File: src/hdl/hub_status_pkg.sv
// Purpose: constants for the hub status and command register block
// Assumes: 8-bit register port inside the hub configuration space
// Notes: soft reload length is a plain default
package hub_status_pkg;
    localparam int DATA_W = 8;
    localparam int ADDR_W = 8;
    localparam logic [ADDR_W-1:0] STATUS_CMD_OFFSET = 8'hF8;
    localparam logic [DATA_W-1:0] STATUS_CMD_RESET = 8'h00;
    localparam int SOFT_RESET_BIT = 1;
    localparam int CFG_PROGRESS_BIT = 0;
    localparam logic [DATA_W-1:0] RESERVED_MASK = 8'hFC;
    localparam int RELOAD_CYCLES = 4;
    localparam int RELOAD_CNT_W = 8;
endpackage : hub_status_pkg

File: src/hdl/hub_config_status_command_reg.sv
// Purpose: device status and command register of the hub configuration space
// Assumes: byte-wide register port from the serial slave, same clock
// Notes: reload strobe tells every other configuration register to take its reset value
`timescale 1ns/1ps
module hub_config_status_command_reg (
    input wire logic clk,
    input wire logic reset,
    input wire logic [hub_status_pkg::ADDR_W-1:0] regAddr,
    input wire logic regWrite,
    input wire logic regRead,
    input wire logic [hub_status_pkg::DATA_W-1:0] regWriteData,
    input wire logic configModeEnter,
    output logic [hub_status_pkg::DATA_W-1:0] regReadData,
    output logic configReload,
    output logic upstreamConnectAllow
);
    import hub_status_pkg::*;

    typedef struct packed {
        logic softReset;
        logic cfgProgress;
        logic [DATA_W-1:0] readData;
        logic connectAllow;
        logic reloadPending;
        logic reloadStrobe;
        logic [RELOAD_CNT_W-1:0] strobeLen;
    } reg_s;

    reg_s state;
    reg_s next_state;
    logic hit;
    logic reloadActive;
    logic reloadDone;
    logic reloadStart;

    function automatic logic [DATA_W-1:0] pack_status(input logic sr, input logic cp);
        logic [DATA_W-1:0] v;
        v = '0;
        v[SOFT_RESET_BIT] = sr;
        v[CFG_PROGRESS_BIT] = cp;
        return v & ~RESERVED_MASK;
    endfunction : pack_status

    // one written into the given bit position of this register
    function automatic logic write_one(input logic we, input logic sel,
        input logic [DATA_W-1:0] data, input int pos);
        return we && sel && data[pos];
    endfunction : write_one

    assign hit = (regAddr == STATUS_CMD_OFFSET);
    assign reloadStart = state.reloadPending;

    reload_sequencer #(
        .CYCLES(RELOAD_CYCLES)
    ) u_reload (
        .clk(clk),
        .reset(reset),
        .start(reloadStart),
        .reloadActive(reloadActive),
        .done(reloadDone)
    );

    always_comb begin
        logic wrSr;
        logic wrCp;
        wrSr = write_one(regWrite, hit, regWriteData, SOFT_RESET_BIT);
        wrCp = write_one(regWrite, hit, regWriteData, CFG_PROGRESS_BIT);
        next_state = state;
        next_state.reloadPending = 1'b0;
        // set by write; a new write while busy is ignored and does not hold off the clear at reloadDone
        if (wrSr && !state.softReset) begin
            next_state.softReset = 1'b1;
            next_state.reloadPending = 1'b1;
        end else if (reloadDone) begin
            next_state.softReset = 1'b0;
        end
        // hardware set wins over a clear in the same cycle
        if (configModeEnter) begin
            next_state.cfgProgress = 1'b1;
        end else if (wrCp) begin
            next_state.cfgProgress = 1'b0;
        end
        next_state.connectAllow = !next_state.cfgProgress;
        if (regRead && hit) begin
            next_state.readData = pack_status(next_state.softReset, next_state.cfgProgress);
        end else if (regRead) begin
            next_state.readData = '0;
        end
        // strobe lags the sequencer by one edge
        next_state.reloadStrobe = reloadActive;
        // length of the running strobe, checked below
        if (state.reloadStrobe) begin
            next_state.strobeLen = state.strobeLen + RELOAD_CNT_W'(1);
        end else begin
            next_state.strobeLen = '0;
        end
    end

    always_ff @(posedge clk or posedge reset) begin
        if (reset) begin
            state <= '0;
        end else begin
            state <= next_state;
        end
    end

    assign regReadData = state.readData;
    assign configReload = state.reloadStrobe;
    assign upstreamConnectAllow = state.connectAllow;
endmodule : hub_config_status_command_reg

File: src/hdl/reload_sequencer.sv
// Purpose: times the reload of configuration registers during a soft reset
// Assumes: start is a one-cycle pulse from the status register logic
// Notes: reload strobe stands for the whole reload, done pulses at its end
`timescale 1ns/1ps
module reload_sequencer #(
    parameter int CYCLES = hub_status_pkg::RELOAD_CYCLES
) (
    input wire logic clk,
    input wire logic reset,
    input wire logic start,
    output logic reloadActive,
    output logic done
);
    import hub_status_pkg::*;

    typedef struct packed {
        logic busy;
        logic doneQ;
        logic [RELOAD_CNT_W-1:0] count;
    } seq_s;

    seq_s state;
    seq_s next_state;

    always_comb begin
        next_state = state;
        next_state.doneQ = 1'b0;
        if (!state.busy && start) begin
            next_state.busy = 1'b1;
            next_state.count = RELOAD_CNT_W'(CYCLES - 1);
        end else if (state.busy) begin
            if (state.count == '0) begin
                next_state.busy = 1'b0;
                next_state.doneQ = 1'b1;
            end else begin
                next_state.count = state.count - RELOAD_CNT_W'(1);
            end
        end
    end

    always_ff @(posedge clk or posedge reset) begin
        if (reset) begin
            state <= '0;
        end else begin
            state <= next_state;
        end
    end

    assign reloadActive = state.busy;
    assign done = state.doneQ;
endmodule : reload_sequencer

File: config.mk
export PLATFORM = sky130hd
export DESIGN_NAME = hub_config_status_command_reg
export DESIGN_NICKNAME = d
export VERILOG_FILES = /design/src/hdl/hub_status_pkg.sv /design/src/hdl/hub_config_status_command_reg.sv /design/src/hdl/reload_sequencer.sv
export SDC_FILE = /design/constraint.sdc
export NUM_CORES = 1
export LEC_CHECK = 0
export BUFFER_PORTS_ARGS = -buffer_cell sky130_fd_sc_hd__buf_2
export CORE_MARGIN = 8
export CORE_UTILIZATION = 51
export CTS_CLUSTER_SIZE = 8
export DETAILED_ROUTE_END_ITERATION = 12
export GPL_TIMING_DRIVEN = 0
export PLACE_DENSITY = 0.89
export SLEW_MARGIN = 20
export SYNTH_ARGS = -nofsm -noshare
export SYNTH_HDL_FRONTEND = slang
export SYNTH_SLANG_ARGS = --single-unit
export TNS_END_PERCENT = 30
File: constraint.sdc
create_clock -name clk -period 5.7 [get_ports clk]
set_input_delay 0.855 -clock clk [delete_from_list [all_inputs] [get_ports clk]]
set_output_delay 0.855 -clock clk [all_outputs]
set_load 0.005 [all_outputs]
# Word level (Yosys, flattened, before mapping)
# Cells that the tools add are included.
[totals]
reg_bits = 23
latch_bits = 0
ramBits = 0
mem_bits_ro = 0
inputBits = 21
output_inout_bits = 10
wordCells = 38
mem_count = 0
[classes]
addsub = 1
mul = 0
div = 0
n_lt_le_gt_ge = 0
eq_ne = 2
shift = 0
muxes = 13
bitwise = 0
n_reduce_logical = 13
[op_table]
columns = ["op", "count"]
rows = [
  ["8-bit two-way mux", 4],
  ["10-bit two-way mux", 1],
  ["8-bit == test (second input constant)", 1],
  ["8-bit zero test", 1],
  ["8-bit by 1-bit subtractor with 8-bit output (second input constant)", 1],
  ["1-bit two-way mux", 7],
  ["1-bit logical AND", 6],
  ["2-bit nonzero test", 2],
  ["1-bit zero test", 3],
  ["2-bit two-way mux", 1],
  ["2-bit by 1-bit inequality test with 1-bit output (second input constant)", 1],
  ["2-bit AND reduction", 1],
]

# Depth between registers and ports, before layout
# Gate-level depths: netlist of run 1.
[logic_depth]
depth_word = 6
mapped_depth = 6
depth_no_buf = 6

# Hierarchy
# A second synthesis of run 1 with hierarchy kept.
[hier_totals]
hier_cells = 90
hier_area_um2 = 949.7
[by_module_without_submodules]
columns = ["module", "instances", "cells_per_inst", "area_per_inst_um2", "seq_area_each_um2"]
rows = [
  ["reload_sequencer", 1, 56, 581.8, 250.2],
  ["hub_config_status_command_reg", 1, 34, 367.9, 175.2],
]

# Least setup slack after synthesis of run 1
# OpenSTA, ideal clock, no wires.
[synth_timing]
kind = "input to register"
from = "input port regAddr[6] (netlist name)"
to = "register state (netlist bit upstreamConnectAllow)"
setup_ns = 0.073
t_arrival_ns = 1.798
required_ns = 5.627
setup_slack_ns = 3.829
cell_stages = 4
path_buffers = 0
path_cell_list = "nand4_1 -> or4_1 -> o21ai_0 -> nor2b_1"
[synth_rtl]
columns = ["item", "line", "source"]
rows = [
  ["from (decl)", "hub_config_status_command_reg.sv:8", "input wire logic [hub_status_pkg::ADDR_W-1:0] regAddr,"],
  ["to (signal assigned)", "hub_config_status_command_reg.sv:103", "state <= next_state;"],
  ["to (decl)", "hub_config_status_command_reg.sv:29", "reg_s state;"],
]

# Final worst setup path of run 1
[layout_timing]
from = "register u_reload.state[0] (netlist name)"
to = "register u_reload.state[7] (netlist name)"
[layout_via]
elab_chain_len = 4
word_cells_on_any_way = 7
cone_classes = "add/sub (1); eq/ne (1); mux (3); reduce/logical (2)"
[layout_rtl]
columns = ["item", "line", "source"]
rows = [
  ["from (decl)", "reload_sequencer.sv:22", "seq_s state;"],
  ["from (signal assigned)", "reload_sequencer.sv:45", "state <= next_state;"],
  ["8-bit by 1-bit subtractor with 8-bit output", "reload_sequencer.sv:36", "next_state.count = state.count - RELOAD_CNT_W'(1);"],
  ["8-bit two-way mux", "reload_sequencer.sv:32", "if (state.count == '0) begin"],
  ["10-bit two-way mux", "reload_sequencer.sv:31", "end else if (state.busy) begin"],
  ["8-bit two-way mux", "reload_sequencer.sv:28", "if (!state.busy && start) begin"],
]
# Several ways; a longest one is shown, not always the timed one. The select of a mux whose other input is x is not followed.
# A chain may end at the register's enable or synchronous reset.

==> results of run 1 <==
## synthesized netlist by cell type, drive strengths merged (2+ instances only)
library cell,count
nand4,2
xor2,2
dfrtp,17
o211ai,2
nor3,2
a21oi,4
inv,3
nand2b,4
nor2,11
ha,2
or4,3
buf,9
o21ai,3
nor2b,3
mux2,3
or3,2
a31oi,2
## metrics by stage
step	util	power [uW]	worst slack [ns]	instances
after detailed placement	0.602	157	3.58	124
final	0.618	219	3.70	128
after floorplan	-	148	3.83	89
after CTS	0.618	220	3.71	128
after global placement	0.602	155	3.71	124
after global routing	0.618	229	3.59	128
## registers in the layout, summed over array words and instances (netlist names)
name / cells
u_reload.done: 1
u_reload.reloadActive: 1
u_reload.state: 8
regReadData: 2
configReload: 1
state: 2
upstreamConnectAllow: 1
reloadStart: 1
## power by group through the flow
stage               Clock [uW]  Combinational (uW)  Sequential (uW)
floorplan                    0                19.6              128
global placement             0                26.3              129
detailed placement           0                27.8              129
CTS                       65.6                28.0              126
global route              70.7                31.5              127
finish                    64.6                27.9              127
## logic make-up (layout without fill, tap and decap cells)
family / after synthesis / in the layout / synth area share
AO/OA/AOI/OAI: 15 / 15 / 0.117
other: 1 / 6 / 0.00434
buffers and inverters: 12 / 34 / 0.0884
AND/OR/NAND/NOR: 31 / 31 / 0.199
flip-flops: 17 / 17 / 0.493
multiplexers: 3 / 3 / 0.0391
XOR/XNOR: 3 / 3 / 0.0304
adder cells (fa/ha/maj): 2 / 2 / 0.0290
## cells in the final DEF (no fill, tap or decap), drive strengths merged
cell type / n
nor2: 11
nor3: 2
clkbuf: 3
nand2b: 4
or2: 1
or3: 2
o31ai: 1
a31oi: 2
nor2b: 3
xnor2: 1
conb: 6
o211ai: 2
a21oi: 4
dfrtp: 17
o21ai: 3
o311ai: 1
a22o: 1
clkinv: 1
or4bb: 1
ha: 2
or4: 3
mux2: 3
nand2: 1
inv: 3
xor2: 2
o21a: 1
nand4: 2
buf: 27
nand3b: 1
## cell type report
cell class / instances / share of cell area
inverter: 3 / 0.0110
tap: 17 / 0.0208
clock buffer: 3 / 0.0221
clock inverter: 1 / 0.00490
timing repair buffer: 18 / 0.0882
multi-input combinational: 60 / 0.373
sequential: 17 / 0.417
buffer: 9 / 0.0637
## how the worst max path moves through the flow
stage | start | endpoint | slack, ns | cells past startpoint
6_report | u_reload.state[0]$_DFFE_PP0P_ | u_reload.state[7]$_DFFE_PP0P_ | 3.70 | 6
2_1_floorplan | regAddr[6] | upstreamConnectAllow$_DFF_PP0_ | 3.83 | 4
5_1_grt | u_reload.state[0]$_DFFE_PP0P_ | u_reload.state[7]$_DFFE_PP0P_ | 3.59 | 6
4_1_cts | u_reload.state[0]$_DFFE_PP0P_ | u_reload.state[7]$_DFFE_PP0P_ | 3.71 | 6
3_5_place_dp | regAddr[6] | upstreamConnectAllow$_DFF_PP0_ | 3.58 | 5
3_3_place_gp | regAddr[6] | upstreamConnectAllow$_DFF_PP0_ | 3.71 | 5
## layer usage
layer,GRT usage,vias up
li1,-,336
met1,0.106,320
met2,0.192,11
met3,0.0288,6
met4,0.0805,0
met5,0,-
==> key figures, run 1 <==
Floorplan
  • Starting Density: 0.523
  • Die footprint: 3270 um^2
  • IO Pins: 31
  • Die H: 57.1 um
  • Die Wd: 57.1 um
  • FP Rows: 15
  • Core ar.: 1650 um^2

Status
  • Status: finished clean

Worst setup path
  • Worst setup path class: flop to flop
  • Crit-path slowest cell: or4bb_1
  • FF-to-FF path depth: 6
  • R2r setup slk: 3.70 ns
  • WP data required: 5.88 ns
  • Critical Path AT: 2.18 ns
  • Cell family with most CP delay: simple AND/OR/NAND/NOR gates
  • Worst path max stage delay: 0.48 ns
  • CP Capture Type: flop
  • Crit path cell chain: inv_1 -> ha_1 -> or4bb_1 -> o21a_2 -> nand4_1 -> mux2_1
  • FF-to-FF End: u_reload.state[7]$_DFFE_PP0P_
  • Worst-path fanout max: 5
  • Buf/Inv on CP: 1
  • CP Launch Type: flop
  • Critical R2R Launch: u_reload.state[0]$_DFFE_PP0P_

Power
  • Clock group share of total power: 0.295
  • Pleak: 0.000535 uW
  • Switching Fraction: 0.254
  • Seq pwr share: 0.578
  • Peak supply drop: 0.0848 mV
  • Internal power: 163 uW
  • Combinational Power Share: 0.127
  • Psw: 55.6 uW
  • PwrDens: 214 nW/um^2

CTS
  • Post-CTS Hold Buffers: 0
  • Worst-path clk slew: 0.10 ns
  • H-tree lvl count: 1
  • CTS sink cnt: 17
  • Clock latency on the worst-skew pair: 0.29 ns
  • Cts bufs inserted: 3
  • # Post-CTS Setup Buffers: 0
  • Resize count post-CTS: 0
  • CTS Buffer Depth: 2
  • Root Driver: clkbuf_4
  • TritonCTS clock tree: yes

Cells and area
  • Storage cell area: 425 um^2
  • Area Growth Syn to Fin: 18.3%
  • Final non-filler cell area: 1020 um^2
  • Share of post-route cells with drive strength above 1: 0.324
  • Antenna diode count: 0
  • Fillers: 135
  • Footprint of the multi-input gates: 380 um^2
  • Final #Nets: 135

Route
  • Routed length per instance: 13.5 um
  • Final wirelength: 1.73 mm
  • DRT met1 WL: 682 um
  • Initial drt markers: 11
  • Met3 wire len: 52 um
  • Vias: 673
  • DR DRC count: 0
  • Met2 wire len: 927 um
  • Antenna viol nets, final: 0
  • Vias per cell: 5.26
  • Highest metal used: met4
  • DR pass1 iterations: 4

Yosys
  • Synth async-reset ratio: 1.00
  • Post-synth EDFFs: 0
  • Area leader, netlist: dfrtp_1
  • Syn Inst Count: 84
  • Synth Register Bits: 17
  • Mean Syn Cell Area: 10.3 um^2
  • Register area share after synthesis: 0.493
  • Synth unique cells: 30
  • Synth Warn #: 0
  • Cell Area, Synth: 863 um^2
  • Dominant synthesized flop cell: dfrtp_1
  • Synth top area share: 0.493
  • Top post-synthesis cells by area: dfrtp_1 49%, buf_4 7.0%, nor2_1 4.8%, ha_1 2.9%, nand2b_1 2.9%

Timing
  • Max-slew violation count: 0
  • Hold_ws: 0.521 ns
  • Final Skew: 0.00485 ns
  • Period Utilization, post-route: 0.351
  • Post-route setup TNS: 0 ns
  • Final Setup Violations: 0
  • Final hold violation count: 0
  • RSZ-0062 raised after global routing: no
  • F_max: 500 MHz
  • Worst-Margin Slew: 0.604 ns
  • Slew HR: 0.597
  • Final min period: 2.00 ns

Job
  • Max Cap Viol: 0

GRT
  • Largest net degree at the start of global routing: 18
  • Vias in the first global route: 679
  • Global Route Usage Sum: 0.109
  • Antenna violations before repair: 0
  • First-pass GRT wire length: 2.86 mm
  • Grt ovf: 0

Place
  • Routability congestion estimate: 0.789
  • I/O Buffers: 18
  • DP HPWL: 1.40 mm
  • Placed Area: 993 um^2

Worst hold path
  • HP Start: regReadData[1]$_DFFE_PP0P_
  • Hold Crit Endpoint: regReadData[1]$_DFFE_PP0P_
  • Hold Path Depth: 1
  • Worst Hold Class: flop to flop
Power figures use the tool's default switching activity.
==> run 2: changes to the inputs <==
--- a/config.mk
+++ b/config.mk
@@ -5,13 +5,14 @@
 export SDC_FILE = /design/constraint.sdc
 export NUM_CORES = 1
 export LEC_CHECK = 0
+export ABC_AREA = 1
 export BUFFER_PORTS_ARGS = -buffer_cell sky130_fd_sc_hd__buf_2
 export CORE_MARGIN = 8
-export CORE_UTILIZATION = 51
+export CORE_UTILIZATION = 49
 export CTS_CLUSTER_SIZE = 8
 export DETAILED_ROUTE_END_ITERATION = 12
 export GPL_TIMING_DRIVEN = 0
-export PLACE_DENSITY = 0.89
+export PLACE_DENSITY = 0.84
 export SLEW_MARGIN = 20
 export SYNTH_ARGS = -nofsm -noshare
 export SYNTH_HDL_FRONTEND = slang
==> constraint.sdc (replaced) <==
create_clock -name clk -period 2 [get_ports clk]
set_input_delay 0.3 -clock clk [delete_from_list [all_inputs] [get_ports clk]]
set_output_delay 0.3 -clock clk [all_outputs]
set_load 0.005 [all_outputs]
==> key figures, run 2 <==
Status
  • Status: finished clean

GRT
  • Grt ovf: 0
  • Largest net degree at the start of global routing: 18
  • First-pass GRT wire length: 3.10 mm
  • Global Route Usage Sum: 0.113
  • Antenna violations before repair: 0
  • Vias in the first global route: 728

Yosys
  • Post-synth EDFFs: 0
  • Synth async-reset ratio: 1.00
  • Syn Inst Count: 123
  • Register area share after synthesis: 0.438
  • Synth unique cells: 20
  • Most frequent cell after synthesis: nand2_1
  • Synth Register Bits: 17
  • Mean Syn Cell Area: 7.90 um^2
  • Top post-synthesis cells by area: dfrtp_1 44%, nand2_1 15%, buf_4 6.2%, inv_1 6.2%, nor2_1 5.8%
  • Dominant synthesized flop cell: dfrtp_1
  • Synth top area share: 0.438
  • Area leader, netlist: dfrtp_1
  • Synth Warn #: 0
  • Cell Area, Synth: 972 um^2
  • Synth top cells by count: 39 x nand2_1, 17 x dfrtp_1, 16 x inv_1

Timing
  • Post-route setup TNS: 0 ns
  • Period Utilization, post-route: 0.654
  • Final hold violation count: 0
  • Final Setup Violations: 0
  • Final min period: 1.31 ns
  • Slew HR: 0.576
  • Max-slew violation count: 0
  • F_max: 764 MHz
  • Worst setup margin: 0.692 ns
  • RSZ-0062 raised after global routing: no
  • Final Skew: 0.00256 ns
  • Worst-Margin Slew: 0.636 ns

Power
  • PwrDens: 492 nW/um^2
  • Switching Fraction: 0.215
  • Peak supply drop: 0.411 mV
  • Internal power: 441 uW
  • Psw: 120 uW
  • Seq pwr share: 0.613
  • Pleak: 0.000723 uW
  • Combinational Power Share: 0.069
  • Clock group share of total power: 0.319

Cells and area
  • Footprint of the multi-input gates: 438 um^2
  • Share of post-route cells with drive strength above 1: 0.253
  • Antenna diode count: 0
  • Most common cell after layout, fill and taps aside: nand2_1
  • Post-layout util: 0.594
  • Most frequent cells in the layout: 39 x nand2_1, 18 x buf_2, 17 x dfrtp_1
  • Fillers: 180
  • Final #Nets: 174
  • Max reg flops: 8
  • Area Growth Syn to Fin: 17.4%
  • Storage cell area: 425 um^2
  • Non-Filler Instances: 177
  • Top reg by flops: u_reload.state

CTS
  • CTS sink cnt: 17
  • Resize count post-CTS: 0
  • Clock latency on the worst-skew pair: 0.29 ns
  • # Post-CTS Setup Buffers: 0
  • CTS Buffer Depth: 2
  • Post-CTS Hold Buffers: 0
  • H-tree lvl count: 1
  • TritonCTS clock tree: yes
  • Worst-path clk slew: 0.09 ns
  • Root Driver: clkbuf_4
  • Cts bufs inserted: 3

Route
  • Vias per cell: 4.40
  • Vias: 778
  • DR DRC count: 0
  • Final wirelength: 1.80 mm
  • Antenna viol nets, final: 0
  • Initial drt markers: 13
  • DR pass1 iterations: 2
  • Routed length per instance: 10.2 um

Worst setup path
  • FF-to-FF path depth: 7
  • Critical R2R Launch: u_reload.state[0]$_DFFE_PP0P_
  • CP Launch Type: flop
  • CP startpoint: u_reload.state[0]$_DFFE_PP0P_
  • WP data required: 2.19 ns
  • R2r setup slk: 0.69 ns
  • FF-to-FF End: u_reload.state[5]$_DFFE_PP0P_
  • Critical Path AT: 1.50 ns
  • Worst-path fanout max: 9
  • CP Capture Type: flop
  • Worst setup path class: flop to flop

Floorplan
  • Die H: 60.5 um
  • Die footprint: 3670 um^2
  • Core ar.: 1920 um^2
  • FP Rows: 16
  • Die Wd: 60.5 um
  • IO Pins: 31
  • Starting Density: 0.506

Worst hold path
  • Worst Hold Class: input pin to async pin

Place
  • Routability congestion estimate: 0.834
  • Placed instance count: 173
  • Pre-CTS setup slack: 0.703 ns
  • I/O Buffers: 18
  • DP HPWL: 1.46 mm

Job
  • Max Cap Viol: 0
run 2: cell count changes after synthesis, moves of 3 or more:
cell      delta
nor2_1       +4
nand3_1      +8
nand2_1     +38
or4_1        -3
inv_1       +13
nand2b_1     -4
nor2b_1      -3
a21oi_1      -4
run 2: kinds of logic after synthesis:
| kind of cell | after synthesis | synth area share |
|---|---|---|
| AOI/OAI and AO/OA | 2 | 0.0142 |
| xor gates and xnor gates | 3 | 0.0270 |
| adders and majority gates | 2 | 0.0257 |
| buffers and inverters | 26 | 0.131 |
| DFF | 17 | 0.438 |
| other | 1 | 0.00386 |
| and+or+nand+nor | 72 | 0.360 |
run 2: cell type report:
class	instances	share of cell area
Inverter	18	0.0592
Buffer	8	0.0526
Tap cell	27	0.0296
Clock buffer	4	0.0230
Timing Repair Buffer	18	0.0789
Sequential cell	17	0.373
Multi-Input combinational cell	85	0.384
run 2: power by group through the flow:
stage	clock network [uW]	logic, uW	registers, uW
after detailed placement	0	38.5	351
after floorplan	0	22.4	351
after CTS	184	38.6	344
final	179	38.6	344
after global routing	191	44.0	344
after global placement	0	37.2	351
run 2: per-layer routing:
metal,global-route usage,vias up,part of all wire
li1,-,417,-
met1,0.123,346,0.43
met2,0.200,11,0.51
met3,0.0381,4,0.051
met4,0.0399,0,0.011
met5,0,-,0
run 2: metrics by stage:
stage	total power [uW]	hold slack [ns]	instance area, um^2
after global placement	388	0.405	1110
after floorplan	373	0.226	991
final	561	0.0774	1140
after detailed placement	389	0.415	1110
after global routing	579	0.141	1140
after CTS	567	0.0995	1140
run 2: worst max path at each step:
stage | end | slack, ns | cells past startpoint
global route | u_reload.state[0]$_DFFE_PP0P_ | 0.56 | 7
global placement | u_reload.state[5]$_DFFE_PP0P_ | 0.72 | 7
CTS | u_reload.state[6]$_DFFE_PP0P_ | 0.69 | 7
detailed placement | u_reload.state[6]$_DFFE_PP0P_ | 0.70 | 7
finish | u_reload.state[5]$_DFFE_PP0P_ | 0.69 | 7
floorplan | u_reload.state[5]$_DFFE_PP0P_ | 0.81 | 7
run 2: critical path, cell delays in order (launching register included):
cell and delay (ns):
dfrtp_1 0.39, inv_1 0.16, ha_1 0.22, nand3_4 0.12, nand2_8 0.12, nand2_8 0.08
nand2_1 0.08, o21ai_2 0.05
